--- config.mk ---
export PLATFORM = sky130hd
export DESIGN_NAME = lot_flash_lockdown_otp
export DESIGN_NICKNAME = d
export VERILOG_FILES = /design/src/lot_pkg.sv /design/src/lot_flash_lockdown_otp.sv
export SDC_FILE = /design/constraint.sdc
export NUM_CORES = 2
export LEC_CHECK = 0
export BUFFER_PORTS_ARGS = -buffer_cell sky130_fd_sc_hd__buf_2
export CORE_ASPECT_RATIO = 1.5
export CORE_UTILIZATION = 50
export CTS_CLUSTER_DIAMETER = 120
export DETAILED_ROUTE_END_ITERATION = 7
export GPL_ROUTABILITY_DRIVEN = 0
export HOLD_SLACK_MARGIN = 0.02
export MAX_ROUTING_LAYER = met4
export PLACE_DENSITY = 0.77
export SLEW_MARGIN = 10
export SYNTH_ARGS = -nofsm -noshare
export SYNTH_HDL_FRONTEND = slang
export SYNTH_SLANG_ARGS = --single-unit
export TNS_END_PERCENT = 20
--- constraint.sdc ---
create_clock -name clk_sys_i -period 4.8 [get_ports clk_sys_i]
set_input_delay 0.24 -clock clk_sys_i [delete_from_list [all_inputs] [get_ports clk_sys_i]]
set_output_delay 0.24 -clock clk_sys_i [all_outputs]
set_load 0.005 [all_outputs]
--- src/lot_pkg.sv ---
// constants and types for the lockdown query and security area access logic
package lot_pkg;
  localparam logic [7:0] OP_LOCK_RD = 8'h35;
  localparam logic [7:0] OP_OTP_PROG = 8'h9B;
  localparam logic [7:0] OP_OTP_RD = 8'h77;
  localparam logic [7:0] OP_STAT_RD = 8'h05;
  localparam logic [7:0] BYTE_UNLOCKED = 8'h00;
  localparam logic [7:0] BYTE_LOCKED = 8'hFF;
  localparam logic [2:0] ADDR_BYTES = 3'h3;
  localparam logic [2:0] HDR_RD_BYTES = 3'h5;
  localparam logic [2:0] LAST_BIT = 3'h7;
  localparam int USER_BYTES = 64;
  localparam int SECT_LSB = 16;
  localparam int CLK_PERIOD_NS = 50;
  localparam int SECURITY_PROGRAM_TIME_US = 500;
  localparam int PROG_CYCLES_DFLT = SECURITY_PROGRAM_TIME_US * 1000 / CLK_PERIOD_NS;
  // arbitrary value, seeds the fixed per-part half of the area
  localparam logic [7:0] FACTORY_SEED = 8'h5A;

  typedef enum logic [2:0] {
    LOT_OPCODE,
    LOT_ADDR,
    LOT_DUMMY,
    LOT_PROG_DATA,
    LOT_LOCK_OUT,
    LOT_RD_OUT,
    LOT_STAT_OUT,
    LOT_IGNORE
  } lot_state_t;
endpackage

--- src/lot_flash_lockdown_otp.sv ---
// serial command logic for lockdown query, security area program and read
`timescale 1ns/1ps
module lot_flash_lockdown_otp #(
  parameter int NUM_SECTORS = 32,
  parameter int PROG_CYCLES = lot_pkg::PROG_CYCLES_DFLT
) (
  input wire logic clk_sys_i,
  input wire logic rst_b_i,
  input wire logic cs_b_i,
  input wire logic sck_i,
  input wire logic si_i,
  output logic so_o,
  output logic so_oe_o,
  input wire logic [NUM_SECTORS-1:0] lockdown_i,
  input wire logic write_enable_latch_i,
  input wire logic [5:0] status_hi_i,
  input wire logic suspend_req_i,
  output logic ready_busy_flag_o,
  output logic wel_clear_o,
  output logic suspend_rej_o
);
  localparam int SW = (NUM_SECTORS > 1) ? $clog2(NUM_SECTORS) : 1;
  localparam int PCW = $clog2(PROG_CYCLES + 1);

  // user bytes kept inverted so an all-zero reset reads as erased FFh
  typedef struct packed {
    lot_pkg::lot_state_t st;
    logic sck_q;
    logic cs_q;
    logic [2:0] bit_cnt;
    logic [2:0] byte_cnt;
    logic [7:0] op;
    logic [7:0] sh;
    logic [23:0] addr;
    logic [7:0] tx;
    logic so;
    logic oe;
    logic pcmd;
    logic seen;
    logic done;
    logic busy;
    logic [PCW-1:0] cnt;
    logic wel_clr;
    logic sus_rej;
    logic [5:0] ptr;
    logic [63:0][7:0] pbuf;
    logic [63:0] mask;
    logic [63:0][7:0] otp_n;
  } lot_regs_t;

  lot_regs_t s_r;
  lot_regs_t s_nxt;
  logic rise;
  logic fall;
  logic [7:0] inb;
  logic [7:0] stat;
  logic locked;
  logic [23:0] addr_full;

  ////////////////////////////////////////////////////////////////////////////
  // read path: low half from the user array, upper half fixed per part
  function automatic logic [7:0] otp_byte(input logic [6:0] a, input logic [63:0][7:0] mem_n);
    if (a[6]) begin
      otp_byte = lot_pkg::FACTORY_SEED ^ {2'b00, a[5:0]};
    end else begin
      otp_byte = ~mem_n[a[5:0]];
    end
  endfunction

  // edge detect on the sampled serial clock, mode 0 and 3 alike
  assign rise = !s_r.sck_q && sck_i;
  assign fall = s_r.sck_q && !sck_i;
  assign inb = {s_r.sh[6:0], si_i};
  assign stat = {status_hi_i, write_enable_latch_i, s_r.busy};
  assign locked = lockdown_i[s_r.addr[lot_pkg::SECT_LSB +: SW]];
  // whole address as the third address byte completes, sector bits need all 24
  assign addr_full = {s_r.addr[15:0], inb};

  ////////////////////////////////////////////////////////////////////////////
  // next state
  always_comb begin
    s_nxt = s_r;
    s_nxt.sck_q = sck_i;
    s_nxt.cs_q = cs_b_i;
    s_nxt.wel_clr = 1'b0;
    s_nxt.sus_rej = suspend_req_i && s_r.busy;
    // self-timed cycle; buffer copied only at the end
    if (s_r.busy) begin
      if (s_r.cnt == '0) begin
        s_nxt.busy = 1'b0;
        for (int i = 0; i < lot_pkg::USER_BYTES; i++) begin
          if (s_r.mask[i]) begin
            s_nxt.otp_n[i] = ~s_r.pbuf[i];
          end
        end
      end else begin
        s_nxt.cnt = s_r.cnt - PCW'(1);
      end
    end
    if (cs_b_i) begin
      // release ends any command and floats the output
      s_nxt.st = lot_pkg::LOT_OPCODE;
      s_nxt.oe = 1'b0;
      s_nxt.so = 1'b0;
      s_nxt.bit_cnt = '0;
      s_nxt.byte_cnt = '0;
      if (!s_r.cs_q && s_r.pcmd) begin
        s_nxt.pcmd = 1'b0;
        s_nxt.wel_clr = 1'b1;
        // done is set at start so a lost cycle still refuses later tries
        if (s_r.st == lot_pkg::LOT_PROG_DATA && s_r.seen && s_r.bit_cnt == '0 && !s_r.done) begin
          s_nxt.busy = 1'b1;
          s_nxt.done = 1'b1;
          s_nxt.cnt = PCW'(PROG_CYCLES - 1);
        end
      end
    end else begin
      if (rise) begin
        s_nxt.sh = inb;
        s_nxt.bit_cnt = s_r.bit_cnt + 3'h1;
        if (s_r.bit_cnt == lot_pkg::LAST_BIT) begin
          unique case (s_r.st)
            lot_pkg::LOT_OPCODE: begin
              s_nxt.op = inb;
              s_nxt.byte_cnt = '0;
              if (inb == lot_pkg::OP_STAT_RD) begin
                s_nxt.st = lot_pkg::LOT_STAT_OUT;
                s_nxt.tx = stat;
              end else if (s_r.busy) begin
                // only status is served during a program cycle
                s_nxt.st = lot_pkg::LOT_IGNORE;
              end else if (inb == lot_pkg::OP_LOCK_RD || inb == lot_pkg::OP_OTP_RD) begin
                s_nxt.st = lot_pkg::LOT_ADDR;
              end else if (inb == lot_pkg::OP_OTP_PROG && write_enable_latch_i) begin
                s_nxt.st = lot_pkg::LOT_ADDR;
                s_nxt.pcmd = 1'b1;
                s_nxt.mask = '0;
                s_nxt.seen = 1'b0;
              end else begin
                s_nxt.st = lot_pkg::LOT_IGNORE;
              end
            end
            lot_pkg::LOT_ADDR: begin
              s_nxt.addr = {s_r.addr[15:0], inb};
              s_nxt.byte_cnt = s_r.byte_cnt + 3'h1;
              if (s_r.byte_cnt == lot_pkg::ADDR_BYTES - 3'h1) begin
                if (s_r.op == lot_pkg::OP_LOCK_RD) begin
                  s_nxt.st = lot_pkg::LOT_LOCK_OUT;
                  s_nxt.tx = lot_pkg::BYTE_UNLOCKED;
                  if (lockdown_i[addr_full[lot_pkg::SECT_LSB +: SW]]) begin
                    s_nxt.tx = lot_pkg::BYTE_LOCKED;
                  end
                end else if (s_r.op == lot_pkg::OP_OTP_RD) begin
                  s_nxt.st = lot_pkg::LOT_DUMMY;
                end else begin
                  s_nxt.st = lot_pkg::LOT_PROG_DATA;
                  s_nxt.ptr = inb[5:0];
                end
              end
            end
            lot_pkg::LOT_DUMMY: begin
              s_nxt.byte_cnt = s_r.byte_cnt + 3'h1;
              if (s_r.byte_cnt == lot_pkg::HDR_RD_BYTES - 3'h1) begin
                s_nxt.st = lot_pkg::LOT_RD_OUT;
                s_nxt.tx = otp_byte(s_r.addr[6:0], s_r.otp_n);
                s_nxt.addr[6:0] = s_r.addr[6:0] + 7'h01;
              end
            end
            lot_pkg::LOT_PROG_DATA: begin
              // later bytes overwrite earlier ones at the same slot
              s_nxt.pbuf[s_r.ptr] = inb;
              s_nxt.mask[s_r.ptr] = 1'b1;
              s_nxt.ptr = s_r.ptr + 6'h01;
              s_nxt.seen = 1'b1;
            end
            lot_pkg::LOT_LOCK_OUT: begin
              s_nxt.tx = s_r.tx;
            end
            lot_pkg::LOT_RD_OUT: begin
              s_nxt.tx = otp_byte(s_r.addr[6:0], s_r.otp_n);
              s_nxt.addr[6:0] = s_r.addr[6:0] + 7'h01;
            end
            lot_pkg::LOT_STAT_OUT: begin
              s_nxt.tx = stat;
            end
            lot_pkg::LOT_IGNORE: begin
              s_nxt.tx = s_r.tx;
            end
          endcase
        end
      end
      // shift out msb first on the falling edge
      if (fall && (s_r.st == lot_pkg::LOT_LOCK_OUT || s_r.st == lot_pkg::LOT_RD_OUT ||
                   s_r.st == lot_pkg::LOT_STAT_OUT)) begin
        s_nxt.so = s_r.tx[~s_r.bit_cnt];
        s_nxt.oe = 1'b1;
      end
    end
  end

  ////////////////////////////////////////////////////////////////////////////
  // state register
  always_ff @(posedge clk_sys_i or negedge rst_b_i) begin
    if (!rst_b_i) begin
      s_r <= '0;
    end else begin
      s_r <= s_nxt;
    end
  end

  assign so_o = s_r.so;
  assign so_oe_o = s_r.oe;
  assign ready_busy_flag_o = s_r.busy;
  assign wel_clear_o = s_r.wel_clr;
  assign suspend_rej_o = s_r.sus_rej;

  // helpers shared by the properties below
  logic cs_rise;
  logic prog_ok;
  assign cs_rise = cs_b_i && !s_r.cs_q;
  assign prog_ok = s_r.st == lot_pkg::LOT_PROG_DATA && s_r.seen && s_r.bit_cnt == '0 && !s_r.done;
endmodule

# [After elaboration in Yosys (flattened, before gate mapping)]
# Index checks and enable logic that the tools add are counted.
[classes] n_reduce_logical=108 n_eq_ne=31 bitwise=69 n_lt_le_gt_ge=5 n_mux=64 addsub=5
[op_table] operator="NOT 8 bit" count=65
[op_table] operator="bitwise mux 512 bit" count=1
[op_table] operator="two-way mux 64 bit" count=4
[op_table] operator="AND reduction 3 bit" count=66
[op_table] operator="case mux 64 bit (2 select lines)" count=1
[op_table] operator="two-way mux 8 bit" count=8
[op_table] operator="bitwise OR 64 bit" count=1
[op_table] operator="two-way mux 54 bit" count=1
[op_table] operator="binary-select mux 8 bit (select 6 bit)" count=1
[op_table] operator="demux 8 bit (select 6 bit)" count=1
[op_table] operator="two-way mux 15 bit" count=3
[op_table] operator="case mux 8 bit (5 select lines)" count=1
[op_table] operator="two-way mux 3 bit" count=11
[op_table] operator="two-way mux 16 bit" count=2
[op_table] operator="two-way mux 32 bit" count=1
[op_table] operator="inequality test 2 bit, second input constant" count=13
[op_table] operator="two-way mux 6 bit" count=4
[op_table] operator="AND reduction 8 bit" count=3
[op_table] operator="case mux 7 bit (3 select lines)" count=1
[op_table] operator="two-way mux 17 bit" count=1
[op_table] operator="== test 8 x 6 -> 1 bit, second input constant" count=2
[op_table] operator="== test 8 x 7 -> 1 bit, second input constant" count=2
[op_table] operator="== test 3 bit, second input constant" count=5
[op_table] operator="logical NOT 14 bit" count=1
[op_table] operator="other kinds (41)" count=83
[word_totals] word_cells=431 register_bits=1175 inputBits=45

# [Longest topological paths before layout]
[logic_depth] ltp_word=10 mapped_depth=11 mapped_depth_nobuf=8

# [Worst setup path before layout]
# Ideal clock, no wire load.
[synth_path] kind="reg2reg" startpoint="reg s_r[1167] (netlist bit)" endpoint="reg s_r[608] (netlist bit)" period_less_slack_ns=2.457 arrival_ns=2.333 path_slack_ns=2.343 path_stages_with_launch=8 path_buffers=0 cell_sequence="dfrtp_1 -> ha_1 -> ha_1 -> nand4bb_1 -> nor3_2 -> nand3_1 -> nor2_2 -> mux2_2"
[synth_between] elab_chain_len=2
[synth_lines] item="start: declaration" line="lot_flash_lockdown_otp.sv:51" text="lot_regs_t s_r;"
[synth_lines] item="start signal: assignment" line="lot_flash_lockdown_otp.sv:207" text="s_r <= s_nxt;"
[synth_lines] item="== test 3 bit" line="lot_flash_lockdown_otp.sv:121" text="if (s_r.bit_cnt == lot_pkg::LAST_BIT) begin"
[synth_lines] item="AND reduction 4 bit (no source line)"
# No other way between the ends.
# A chain may end at the register's enable or synchronous reset.

# [Worst setup path after layout]
[layout_path] startpoint="reg s_r[1174] (netlist bit)" endpoint="reg s_r[978] (netlist bit)"
[layout_between] elab_chain_len=2
[layout_lines] item="== test 3 x 2 -> 1 bit" line="lot_flash_lockdown_otp.sv:122" text="unique case (s_r.st)"
[layout_lines] item="AND reduction 4 bit (no source line)"
# No other way between the ends.

==> load_flow_metrics.sql <==
INSERT INTO impl_metrics (metric_group, metric, value, unit) VALUES
('status', 'result_of_the_run', 'finished clean', ''),
('pwr', 'vdd.ir_drop.worst', '446', 'uV'),
('cts', 'post_cts_setup_buffer_count', '0', ''),
('min_path', 'min-delay-path-class', 'input pin to asynchronous set/reset pin', ''),
('global_route', 'grt_util_met2', '41.8', '%'),
('final_layout', 'multi_input_comb_area', '17600', 'sq um'),
('die', 'fp.dieH', '380', 'um'),
('drt', 'drtAntennaViolNets', '0', ''),
('sta', 'worst-slew-pin-transition', '1200', 'ps'),
('sta', 'grt_setup_unrepaired', 'no', ''),
('die', 'ios', '50', ''),
('pwr', 'leakagePower', '0.0250', 'uW'),
('die', 'placeable_core_area', '94400', 'sq um'),
('sta', 'timing.final.crit_period', '3620', 'ps'),
('synthesis', 'synth-warning-count', '0', ''),
('synthesis', 'synthesis.area_per_instance', '12.5', 'sq um'),
('placement', 'io_buffers', '49', ''),
('drt', 'drt_drc_violations_left', '0', ''),
('critical_path', 'critPathRequiredTime', '5360', 'ps'),
('synthesis', 'yosysMostFrequentCell', 'sky130_fd_sc_hd__dfrtp_1', ''),
('cts', 'clkSlewWorstSetupHoldPaths', '70', 'ps'),
('sta', 'timing_hold_violations_final', '0', ''),
('critical_path', 'ff2ff_path_depth', '6', ''),
('critical_path', 'worstReg2RegEnd', 's_r[978]', ''),
('synthesis', 'synth_common_cells', 'sky130_fd_sc_hd__dfrtp_1, sky130_fd_sc_hd__nand2_1, sky130_fd_sc_hd__o21ai_0', ''),
('synthesis', 'synthDominantAreaCellType', 'sky130_fd_sc_hd__dfrtp_1', ''),
('die', 'chipWidth', '254', 'um'),
('die', 'die_area', '96700', 'sq um'),
('cts', 'clock_sinks', '1162', ''),
('drt', 'wl_per_cell', '23.4', 'um'),
('global_route', 'grt_antenna_before_repair', '1', ''),
('global_route', 'groute.usage.overall', '26.3', '%'),
('critical_path', 'cp_common_cell', 'sky130_fd_sc_hd__nand2_1', ''),
('synthesis', 'yosys-top-cells-area', 'sky130_fd_sc_hd__dfrtp_1, sky130_fd_sc_hd__mux2_2, sky130_fd_sc_hd__mux4_2, sky130_fd_sc_hd__o21ai_0, sky130_fd_sc_hd__nand2_1', ''),
('cts', 'cts_buffers', '96', ''),
('synthesis', 'dominantRegCellSynth', 'sky130_fd_sc_hd__dfrtp_1', ''),
('pwr', 'net-switching-power', '4700', 'uW'),
('sta', 'min_period_over_period', '75.4', '%'),
('job', 'max-cap-violations', '0', ''),
('critical_path', 'r2r_start', 's_r[1174]', ''),
('sta', 'maxSlewHeadroom', '19.4', '%'),
('final_layout', 'diodes', '0', ''),
('drt', 'finalWirelength', '120000', 'um'),
('global_route', 'grt_overflow', '0', ''),
('pwr', 'power-per-cell-area', '368', 'nW/um^2'),
('final_layout', 'postLayoutCoreUtil', '55.9', '%'),
('cts', 'root_buffer', 'sky130_fd_sc_hd__clkbuf_16', ''),
('synthesis', 'post_synth_edffs', '0', ''),
('synthesis', 'postSynthRegisterBits', '1162', ''),
('critical_path', 'timing.critical_path.to_type', 'register', ''),
('pwr', 'power.share.switching', '24.2', '%'),
('synthesis', 'synth_sequential_area_ratio', '60.9', '%'),
('critical_path', 'cp_cell_sequence', 'buf_4 > and3b_1 > nand2_1 > nor4b_2 > nand2_1 > mux2_2', ''),
('critical_path', 'crit_type', 'register to register', ''),
('final_layout', 'area_growth', '10.5', '%'),
('sta', 'finalClockSkew', '21.1', 'ps'),
('synthesis', 'synth_cells', '3805', ''),
('cts', 'h_tree_level_count', '3', ''),
('global_route', 'grt_busiest_layer', 'met2', ''),
('critical_path', 'critPathMaxFanout', '16', ''),
('final_layout', 'fill_cell_total_of_the_finished_layout', '7352', ''),
('global_route', 'first_pass_grt_wire_length', '187000', 'um'),
('cts', 'cts_max_path_buffers', '3', ''),
('pwr', 'combinational_share_of_power', '6.2', '%'),
('drt', 'drt-pass1-iter-count', '5', ''),
('die', 'floorplan.initialDensity', '50.5', '%'),
('synthesis', 'netlist_area', '47700', 'sq um'),
('critical_path', 'critPathMaxStageDelay', '990', 'ps'),
('critical_path', 'critPathLaunchType', 'register', ''),
('drt', 'detailroute.via_count', '30427', ''),
('critical_path', 'timing.reg2reg.setup_slack', '1180', 'ps');
## sequential cells by signal, summed over array words and instances, names as in the netlist
signal             count
addr_full             19
wel_clear_o            1
so_o                   1
so_oe_o                1
suspend_rej_o          1
ready_busy_flag_o      1
s_r                 1138
## metal layers
layer  vias up  part of all wire [%]
met5         -                     0
met4         0                   6.7
met3       360                   5.6
met2      1071                    49
met1     15664                    39
li1      13332                     -
## worst max-delay path, delay by kind of cell (launching register included)
kind          cells  cell delay [ps]
buf+inv           1              170
simple gates      4             2490
flops             1              370
mux               1              460
## per-stage QoR
stage	setup WS, ps	instances	area [sq um]	power (uW)
after floorplan	2340	3805	47700	10500
after CTS	1270	5135	52800	19500
after global routing	1090	5135	52800	19900
final	1180	5135	52800	19400
after detailed placement	1340	4947	49300	11200
after global placement	1390	4947	49300	11200
## power by group through the flow
stage / Clock [uW] / Sequential [uW] / Combinational, uW
detailed placement: 0 / 10100 / 1180
global placement: 0 / 10100 / 1170
finish: 8360 / 9880 / 1200
CTS: 8450 / 9880 / 1190
global route: 8800 / 9880 / 1260
floorplan: 0 / 10000 / 465
## cells in the final DEF (no fill, tap or decap), types with 7 or more instances in the layout
cell type and count:
sky130_fd_sc_hd__dfrtp_1 1150, sky130_fd_sc_hd__nand2_1 688, sky130_fd_sc_hd__o21ai_0 540, sky130_fd_sc_hd__mux2_2 530, sky130_fd_sc_hd__mux4_2 128, sky130_fd_sc_hd__clkbuf_16 99, sky130_fd_sc_hd__nor2_1 58, sky130_fd_sc_hd__inv_1 50
sky130_fd_sc_hd__buf_2 47, sky130_fd_sc_hd__buf_4 42, sky130_fd_sc_hd__a21boi_0 38, sky130_fd_sc_hd__a21oi_1 36, sky130_fd_sc_hd__mux2i_1 33, sky130_fd_sc_hd__nor3_1 31, sky130_fd_sc_hd__nand3_1 29, sky130_fd_sc_hd__o21a_1 29
sky130_fd_sc_hd__clkbuf_8 25, sky130_fd_sc_hd__nor2_2 24, sky130_fd_sc_hd__clkinv_2 24, sky130_fd_sc_hd__a31oi_1 17, sky130_fd_sc_hd__a22oi_1 15, sky130_fd_sc_hd__buf_12 15, sky130_fd_sc_hd__clkbuf_1 11, sky130_fd_sc_hd__bufinv_16 11
sky130_fd_sc_hd__dlygate4sd3_1 11, sky130_fd_sc_hd__xnor2_1 10, sky130_fd_sc_hd__nor2b_1 10, sky130_fd_sc_hd__ha_1 10, sky130_fd_sc_hd__nor4_1 9, sky130_fd_sc_hd__o22ai_1 9, sky130_fd_sc_hd__dfrtp_2 9, sky130_fd_sc_hd__and2_1 8
sky130_fd_sc_hd__nand2b_1 8, sky130_fd_sc_hd__o211ai_1 7, sky130_fd_sc_hd__nor3b_1 7
## worst max path at each step
stage	from	to	slack, ps	cells after the start
after floorplan	s_r[1167]	s_r[608]	2340	7
after global placement	s_r[1174]	s_r[984]	1390	7
after detailed placement	s_r[1174]	s_r[597]	1340	7
after CTS	s_r[1174]	s_r[983]	1270	6
after global routing	s_r[1174]	s_r[989]	1090	7
final	s_r[1174]	s_r[978]	1180	6
## what timing repair did
action / CTS / global route
gates resized for setup: 0 / 0
hold buffers: 11 / 0
endpoints found under the hold margin: 109 / 0
## cell type report
class | count | share of cell area (%)
Inverter | 52 | 0.370
Tap cell | 1260 | 2.99
Clock buffer | 135 | 5.42
Clock inverter | 42 | 0.965
Sequential cell | 1162 | 55.1
Timing Repair Buffer | 116 | 1.85
Multi-Input combinational cell | 2368 | 33.3
## logic make-up (layout without fill, tap and decap cells)
kind of cell | after synthesis | in the layout | synth area share, %
AO/OA/AOI/OAI | 726 | 726 | 8.44
buffers and inverters | 275 | 345 | 2.34
XOR/XNOR | 12 | 12 | 0.220
multiplexers | 699 | 699 | 19.6
adder cells (fa/ha/maj) | 10 | 10 | 0.262
AND/OR/NAND/NOR | 921 | 921 | 8.25
flip-flops | 1162 | 1162 | 60.9
Note: power is estimated with default switching activity, not from simulation.
